`src/logic/p6_pkg.sv`:
```
package p6_pkg;

  // register indices; byte address is index times four
  localparam int          ADDR_W       = 20;
  localparam logic [17:0] IDX_DATA     = 18'h0f260;
  localparam logic [17:0] IDX_DIR      = 18'h0f261;
  localparam logic [17:0] IDX_CTL_LO   = 18'h0f262;
  localparam logic [17:0] IDX_CTL_HI   = 18'h0f263;
  localparam logic [17:0] IDX_FSEL_LO  = 18'h0f264;
  localparam logic [17:0] IDX_FSEL_HI  = 18'h0f265;
  localparam logic [1:0]  BYTE_LANE_OK = 2'h0;

  localparam logic [7:0]  RST_DATA     = 8'h00;
  localparam logic [7:0]  RST_DIR      = 8'h00;
  localparam logic [7:0]  RST_CTL      = 8'h00;
  localparam logic [7:0]  RST_FSEL     = 8'h00;
  localparam logic [7:0]  FSEL_WMASK   = 8'h73;

  localparam logic        DIR_OUT      = 1'h0;
  localparam logic        DIR_IN       = 1'h1;

  // output mode drive types
  localparam logic [1:0]  CTL_HIZ      = 2'h0;
  localparam logic [1:0]  CTL_PCH      = 2'h1;
  localparam logic [1:0]  CTL_NCH      = 2'h2;
  localparam logic [1:0]  CTL_CMOS     = 2'h3;
  // input mode conditions
  localparam logic [1:0]  CTL_PULL_DN  = 2'h1;
  localparam logic [1:0]  CTL_PULL_UP  = 2'h2;

  localparam logic [1:0]  FUNC_GPIO    = 2'h0;
  localparam logic [1:0]  FUNC_SEC     = 2'h1;
  localparam logic [1:0]  FUNC_TER     = 2'h2;
  localparam logic [1:0]  FUNC_QUA     = 2'h3;

  // legal function codes per pin, pin 7 first
  localparam logic [7:0][3:0] FUNC_LEGAL = {4'h1, 4'h7, 4'h7, 4'h5,
                                            4'h1, 4'h1, 4'hf, 4'hf};

  typedef struct packed {
    logic [7:0]  data;
    logic [7:0]  dir;
    logic [7:0]  ctl_lo;
    logic [7:0]  ctl_hi;
    logic [7:0]  fsel_lo;
    logic [7:0]  fsel_hi;
    logic [7:0]  sync1;
    logic [7:0]  sync2;
    logic        pready;
    logic        pslverr;
    logic [31:0] prdata;
    logic [7:0]  pin_out;
    logic [7:0]  pin_oe;
    logic [7:0]  pull_up;
    logic [7:0]  pull_down;
  } p6_state_type;

endpackage

```
`src/logic/p6_pin_drive.sv`:
```
`timescale 1ns/1ns
module p6_pin_drive (
  input  wire logic       dir,
  input  wire logic [1:0] ctl,
  input  wire logic [1:0] func,
  input  wire logic [3:0] src,
  input  wire logic [3:0] legal,
  output logic            oe,
  output logic            out,
  output logic            pull_up,
  output logic            pull_down
);

  logic level;
  logic unused_code;

  always_comb begin
    level       = src[func];
    unused_code = !legal[func];
    oe          = 1'b0;
    out         = 1'b0;
    pull_up     = 1'b0;
    pull_down   = 1'b0;
    if (dir == p6_pkg::DIR_OUT) begin
      case (ctl)
        p6_pkg::CTL_PCH: begin
          // unused code keeps p-channel released
          if (!unused_code && level) begin
            oe  = 1'b1;
            out = 1'b1;
          end
        end
        p6_pkg::CTL_NCH: begin
          if (unused_code || !level) begin
            oe = 1'b1;
          end
        end
        p6_pkg::CTL_CMOS: begin
          oe  = 1'b1;
          out = level && !unused_code;
        end
        default: begin
          oe = 1'b0;
        end
      endcase
    end else begin
      case (ctl)
        p6_pkg::CTL_PULL_DN: pull_down = 1'b1;
        p6_pkg::CTL_PULL_UP: pull_up = 1'b1;
        default:             pull_up = 1'b0;
      endcase
    end
  end

endmodule

```
`src/logic/p6_port.sv`:
```
// Register access over APB was decided locally.
`timescale 1ns/1ns
// Operation
// - function select low register at index 0f264, reset zero, bits 7,3,2 zero
// - function select high register at index 0f265, reset zero, bits 7,3,2 zero
// - pin 6: 00 gpio, 01 fast clock, 10 pwm six, 11 forbidden
// - pin 5: 00 gpio, 01 slow clock, 10 pwm five, 11 forbidden
// - pin 4: 00 gpio, 10 pwm four, 01 and 11 forbidden
// - pin 1: 00 gpio, 01 i2c clock, 10 timer b, 11 pwm seven
// - pin 0: 00 gpio, 01 i2c data, 10 timer a, 11 pwm six
// - unused code in output mode ignores data; hiz/pch float, nch/cmos low
// - each pin is output or input by its own direction bit
// - output mode drive: hiz, p-channel od, n-channel od or cmos per pin
// - input mode: hiz, pull-down or pull-up per pin, same control bits
// - reset leaves every pin in output mode with high-impedance drive
// - output mode drives the data register bit under select code 00, else the selected function, subject to drive type
// - input mode data read returns the sampled pin level
// - direction bit 0 is output, 1 is input, resets to output
// - control pair high:low selects drive or input condition
module p6_port (
  input  wire logic                      pclk,
  input  wire logic                      presetn,
  input  wire logic                      psel,
  input  wire logic                      penable,
  input  wire logic                      pwrite,
  input  wire logic [p6_pkg::ADDR_W-1:0] paddr,
  input  wire logic [31:0]               pwdata,
  input  wire logic [3:0]                pstrb,
  output logic      [31:0]               prdata,
  output logic                           pready,
  output logic                           pslverr,
  input  wire logic [7:0]                pin_in,
  output logic      [7:0]                pin_out,
  output logic      [7:0]                pin_oe,
  output logic      [7:0]                pin_pull_up,
  output logic      [7:0]                pin_pull_down,
  output logic      [7:0]                pin_level,
  input  wire logic                      fast_clock_out,
  input  wire logic                      slow_clock_out,
  input  wire logic                      pulse_width_out_four,
  input  wire logic                      pulse_width_out_five,
  input  wire logic                      pulse_width_out_six,
  input  wire logic                      pulse_width_out_seven,
  input  wire logic                      timer_a_output,
  input  wire logic                      timer_b_output,
  input  wire logic                      i2c_scl_out,
  input  wire logic                      i2c_sda_out
);

  p6_pkg::p6_state_type st;
  p6_pkg::p6_state_type next_st;

  logic [7:0][3:0] alt_src;
  logic [7:0]      drv_oe;
  logic [7:0]      drv_out;
  logic [7:0]      drv_pu;
  logic [7:0]      drv_pd;
  logic [17:0]     acc_idx;
  logic            acc_aligned;
  logic            setup_cyc;
  logic            wr_take;

  assign acc_idx     = paddr[p6_pkg::ADDR_W-1:2];
  assign acc_aligned = (paddr[1:0] == p6_pkg::BYTE_LANE_OK);
  assign setup_cyc   = psel && !penable;
  assign wr_take     = psel && penable && st.pready && pwrite &&
                       !st.pslverr && pstrb[0];

  // per-pin source table; entry 0 is always the data register bit
  always_comb begin
    alt_src = '0;
    for (int i = 0; i < 8; i++) begin
      alt_src[i][p6_pkg::FUNC_GPIO] = st.data[i];
    end
    alt_src[6][p6_pkg::FUNC_SEC] = fast_clock_out;
    alt_src[6][p6_pkg::FUNC_TER] = pulse_width_out_six;
    alt_src[5][p6_pkg::FUNC_SEC] = slow_clock_out;
    alt_src[5][p6_pkg::FUNC_TER] = pulse_width_out_five;
    alt_src[4][p6_pkg::FUNC_TER] = pulse_width_out_four;
    alt_src[1][p6_pkg::FUNC_SEC] = i2c_scl_out;
    alt_src[1][p6_pkg::FUNC_TER] = timer_b_output;
    alt_src[1][p6_pkg::FUNC_QUA] = pulse_width_out_seven;
    alt_src[0][p6_pkg::FUNC_SEC] = i2c_sda_out;
    alt_src[0][p6_pkg::FUNC_TER] = timer_a_output;
    alt_src[0][p6_pkg::FUNC_QUA] = pulse_width_out_six;
  end

  genvar g;
  generate
    for (g = 0; g < 8; g++) begin : gen_pin
      p6_pin_drive u_drive (
        .dir       (st.dir[g]),
        .ctl       ({st.ctl_hi[g], st.ctl_lo[g]}),
        .func      ({st.fsel_hi[g], st.fsel_lo[g]}),
        .src       (alt_src[g]),
        .legal     (p6_pkg::FUNC_LEGAL[g]),
        .oe        (drv_oe[g]),
        .out       (drv_out[g]),
        .pull_up   (drv_pu[g]),
        .pull_down (drv_pd[g])
      );
    end
  endgenerate

  always_comb begin
    next_st         = st;
    // level pins pass two flops before anything reads them
    next_st.sync1   = pin_in;
    next_st.sync2   = st.sync1;
    // answer registered in setup so access sees pready at once
    next_st.pready  = setup_cyc;
    next_st.pslverr = 1'b0;
    next_st.prdata  = '0;
    if (setup_cyc) begin
      if (!acc_aligned) begin
        next_st.pslverr = 1'b1;
      end else begin
        case (acc_idx)
          p6_pkg::IDX_DATA: begin
            // output bits read back the latch, input bits the pin
            next_st.prdata[7:0] = (st.dir & st.sync2) |
                                  (~st.dir & st.data);
          end
          p6_pkg::IDX_DIR:     next_st.prdata[7:0] = st.dir;
          p6_pkg::IDX_CTL_LO:  next_st.prdata[7:0] = st.ctl_lo;
          p6_pkg::IDX_CTL_HI:  next_st.prdata[7:0] = st.ctl_hi;
          p6_pkg::IDX_FSEL_LO: next_st.prdata[7:0] = st.fsel_lo;
          p6_pkg::IDX_FSEL_HI: next_st.prdata[7:0] = st.fsel_hi;
          default:             next_st.pslverr = 1'b1;
        endcase
      end
    end
    if (wr_take) begin
      case (acc_idx)
        p6_pkg::IDX_DATA:    next_st.data = pwdata[7:0];
        p6_pkg::IDX_DIR:     next_st.dir = pwdata[7:0];
        p6_pkg::IDX_CTL_LO:  next_st.ctl_lo = pwdata[7:0];
        p6_pkg::IDX_CTL_HI:  next_st.ctl_hi = pwdata[7:0];
        p6_pkg::IDX_FSEL_LO: begin
          next_st.fsel_lo = pwdata[7:0] & p6_pkg::FSEL_WMASK;
        end
        p6_pkg::IDX_FSEL_HI: begin
          next_st.fsel_hi = pwdata[7:0] & p6_pkg::FSEL_WMASK;
        end
        default:             next_st.data = st.data;
      endcase
    end
    // pads retimed; a peripheral clock at pclk rate is not reproducible
    next_st.pin_oe    = drv_oe;
    next_st.pin_out   = drv_out;
    next_st.pull_up   = drv_pu;
    next_st.pull_down = drv_pd;
  end

  always_ff @(posedge pclk or negedge presetn) begin
    if (!presetn) begin
      st.data      <= p6_pkg::RST_DATA;
      st.dir       <= p6_pkg::RST_DIR;
      st.ctl_lo    <= p6_pkg::RST_CTL;
      st.ctl_hi    <= p6_pkg::RST_CTL;
      st.fsel_lo   <= p6_pkg::RST_FSEL;
      st.fsel_hi   <= p6_pkg::RST_FSEL;
      st.sync1     <= '0;
      st.sync2     <= '0;
      st.pready    <= 1'b0;
      st.pslverr   <= 1'b0;
      st.prdata    <= '0;
      st.pin_out   <= '0;
      st.pin_oe    <= '0;
      st.pull_up   <= '0;
      st.pull_down <= '0;
    end else begin
      st <= next_st;
    end
  end

  assign prdata        = st.prdata;
  assign pready        = st.pready;
  assign pslverr       = st.pslverr;
  assign pin_out       = st.pin_out;
  assign pin_oe        = st.pin_oe;
  assign pin_pull_up   = st.pull_up;
  assign pin_pull_down = st.pull_down;
  assign pin_level     = st.sync2;
endmodule

```
`config.mk`:
```
export PLATFORM = sky130hd
export DESIGN_NAME = p6_port
export DESIGN_NICKNAME = d
export VERILOG_FILES = /design/src/logic/p6_pkg.sv /design/src/logic/p6_pin_drive.sv /design/src/logic/p6_port.sv
export SDC_FILE = /design/constraint.sdc
export NUM_CORES = 1
export LEC_CHECK = 0
export BUFFER_PORTS_ARGS = -buffer_cell sky130_fd_sc_hd__buf_2
export CAP_MARGIN = 0
export CELL_PAD_IN_SITES_DETAIL_PLACEMENT = 0
export CELL_PAD_IN_SITES_GLOBAL_PLACEMENT = 1
export CORE_UTILIZATION = 35
export CTS_CLUSTER_DIAMETER = 80
export DETAILED_ROUTE_END_ITERATION = 8
export PLACE_DENSITY = 0.82
export SLEW_MARGIN = 20
export SYNTH_ARGS = -nofsm -noshare
export SYNTH_HDL_FRONTEND = slang
export SYNTH_HIERARCHICAL = 1
export SYNTH_SLANG_ARGS = --single-unit
```
`constraint.sdc`:
```
create_clock -name pclk -period 2.4 [get_ports pclk]
set_clock_uncertainty 0.05 [all_clocks]
set_input_delay 0.48 -clock pclk [delete_from_list [all_inputs] [get_ports pclk]]
set_output_delay 0.48 -clock pclk [all_outputs]
set_load 0.03 [all_outputs]
```
==> impl_metrics.ini <==
[power]
p_comb_share_pct = 7.2
pwr-share-clk_pct = 44.4
leakagePower_nw = 2.99
p_seq_share_pct = 48.4
max-vdd-ir-drop_v = 0.000301
p_per_area_nw_per_um2 = 606
intPower_mw = 2.72
swShare_pct = 22.8
switching_power_uw = 802

[cells_and_area]
syn_to_final_growth_pct = 20.0
drive_above_1_share_pct = 36.5
fin_cells = 722
nets = 619
final_area_sq_um = 5820

[worst_setup_path]
crit_type = input pin to register
max_stage_delay_ns = 0.58
r2r-start = pready
cp_cell_sequence = buf_2 > or3_4 > or4_4 > nor4_4 > buf_4 > mux2_2
crit_fanout = 3
rrSetupSlack_ns = 0.24
start_kind = input pin
rr_worst_depth = 6
end_kind = register
regToRegEndpoint = st[90]
cp_data_arrival_time_ns = 2.43
crit_required_ns = 2.58
cp_slowest_cell = or4_4

[synth]
synth_area_leaders = dfrtp_1, buf_4, mux2_2, mux2i_1, mux4_2
syn_avg_cell_area_sq_um = 11.9
ys_seq_area_share_pct = 51.6
synth_flop_cell = dfrtp_1
synth.ff_latch_count = 100
ys_warn_count = 6
netlist_area_sq_um = 4850
synthCells = 408
async_reset_ff_share_pct = 100
synth_top_cell_by_area = dfrtp_1
yosysUniqueCellTypes = 40
synth_top_cell_area_share_pct = 51.6
synth_edf_count = 0

[clock_network]
cts_buffer_depth = 2
htreeDepth = 3
cts_sinks = 100
clk_pin_slew_ns = 0.07
hold_buffers = 0
clk_latency_ns = 0.34
postCtsSetupRepairBufs = 0
cts_tree = done
numCtsBuffers = 9
clockRootBuffer = clkbuf_16

[detailed_routing]
num_vias = 3163
drt-pass1-iter-count = 4
ant_nets = 0
wl_per_cell_um = 14.0
drt_iter0_markers = 119
vias_per_cell = 4.38
routed_wl_um = 10100
drc = 0

[timing]
post-route-period-util_pct = 93.4
fin_crit_ns = 2.24
finalSetupViolations = 0
slew_headroom_pct = 64.6
tightest_slew_ns = 0.532
max_freq_ghz = 0.446
rsz0062_at_grt = no
finalHoldViolCount = 0
fin_tns_setup_ns = 0
finalMaxSlewViolations = 0

[global_routing]
global_route.usage.met3_pct = 4.80
grt_pass1_wl_um = 16100
grt_overflow_total = 0
antenna_found_initial = 1
grtUsageMet1_pct = 17.9
grt_pass1_vias = 3210
busiest_layer = met2
grt_max_degree = 46
met2_usage_pct = 25.0
grt_usage_pct = 15.1

[floorplanning]
dieWidth_um = 120
fp.dieArea_sq_um = 14300
row_count = 42
start_util_pct = 36.2
fp.coreArea_sq_um = 13400
ioPinCount = 153
dieHeight_um = 120

[worst_hold_path]
hold_class = input pin to async pin

[place]
post-place-cells = 705
gp_congestion = 0.789
place_area_sq_um = 5490
place_hpwl_um = 7660
port_buffers = 101

[run]
cap_violations = 0

[outcome]
status = completed
power groups by stage:
stage / combinational, mW / clock (mW) / sequential (mW)
finish: 0.253 / 1.56 / 1.71
global route: 0.281 / 1.67 / 1.71
CTS: 0.254 / 1.62 / 1.71
detailed placement: 0.253 / 0 / 1.74
global placement: 0.249 / 0 / 1.74
floorplan: 0.169 / 0 / 1.74
registers in the layout, indices dropped and copies added, names as in the netlist:
signal         cells
alt_src            8
next_st            8
pin_level          8
pin_oe             8
pin_out            8
pin_pull_down      8
pin_pull_up        8
prdata             8
pready             1
pslverr            1
st                34
metal layers:
metal	routed length (um)	vias up
met3	637	16
met1	4210	1504
li1	-	1551
met2	5080	90
met5	13	-
met4	201	2
per-stage QoR:
step	worst slack (ns)	hold WS [ns]	util (%)	power, mW
floorplan	0.0375	0.134	-	1.91
global placement	-0.175	0.283	40.9	1.99
detailed placement	-0.233	0.286	40.9	1.99
CTS	0.0556	0.0774	43.4	3.58
global route	0.0806	0.0946	43.4	3.66
finish	0.159	0.0646	43.4	3.53
cells in the mapped netlist, types with 3 or more instances:
cell / number
nand2_1: 45
buf_4: 72
dfrtp_1: 100
mux4_2: 8
and3b_1: 8
mux2i_1: 19
inv_1: 4
nor2_1: 25
a211oi_1: 4
nand2b_1: 20
o311a_1: 3
clkbuf_1: 5
nor4_1: 3
o2bb2ai_1: 3
o21ai_0: 8
mux2_2: 44
nand4_1: 3
nand4b_1: 3
area by class of cell:
type                            count  area (sq um)
Clock buffer                       11           243
Sequential cell                   100          2500
Antenna cell                        1          2.50
Inverter                            6          22.5
Timing Repair Buffer              126           708
Clock inverter                      5          82.6
Multi-Input combinational cell    297          2040
Tap cell                          176           220
Fill cell                        1270          7580
cell usage in the layout, fill, tap and decap left out, drive strengths merged, types with 11 or more instances in the layout:
| cell | Yosys | routed |
|---|---|---|
| buf | 73 | 126 |
| dfrtp | 100 | 100 |
| conb | 2 | 75 |
| nand2 | 45 | 45 |
| mux2 | 45 | 45 |
| nor2 | 25 | 25 |
| nand2b | 20 | 20 |
| mux2i | 19 | 19 |
| clkbuf | 5 | 11 |
how the worst max path moves through the flow:
stage,start,to,slack [ns],depth (start not counted)
final,paddr[9],st[106],0.16,6
after global routing,paddr[9],st[106],0.08,6
after detailed placement,penable,st[106],-0.23,6
after floorplan,pready,alt_src[0],0.04,4
after global placement,penable,st[110],-0.18,6
after CTS,pready,st[94],0.06,6
critical path, delay by kind of cell:
kind                   cells  cell delay [ns]
buffers and inverters      2             0.31
muxes                      1             0.33
and+or+nand+nor            3             1.30
timing repair:
action / CTS / global route
pin swaps: 1 / 0
endpoints found under the setup margin: 4 / 9
resized for setup: 0 / 1
logic make-up (layout without fill, tap and decap cells):
logic type	count (synthesis)	count (layout)	synth area share, %
AND/OR/NAND/NOR	124	124	14.2
flip-flops	100	100	51.6
multiplexers	72	72	18.1
AO/OA/AOI/OAI	26	26	3.79
other	2	76	0.155
buffers and inverters	84	148	12.1
Note: power is estimated with default switching activity, not from simulation.
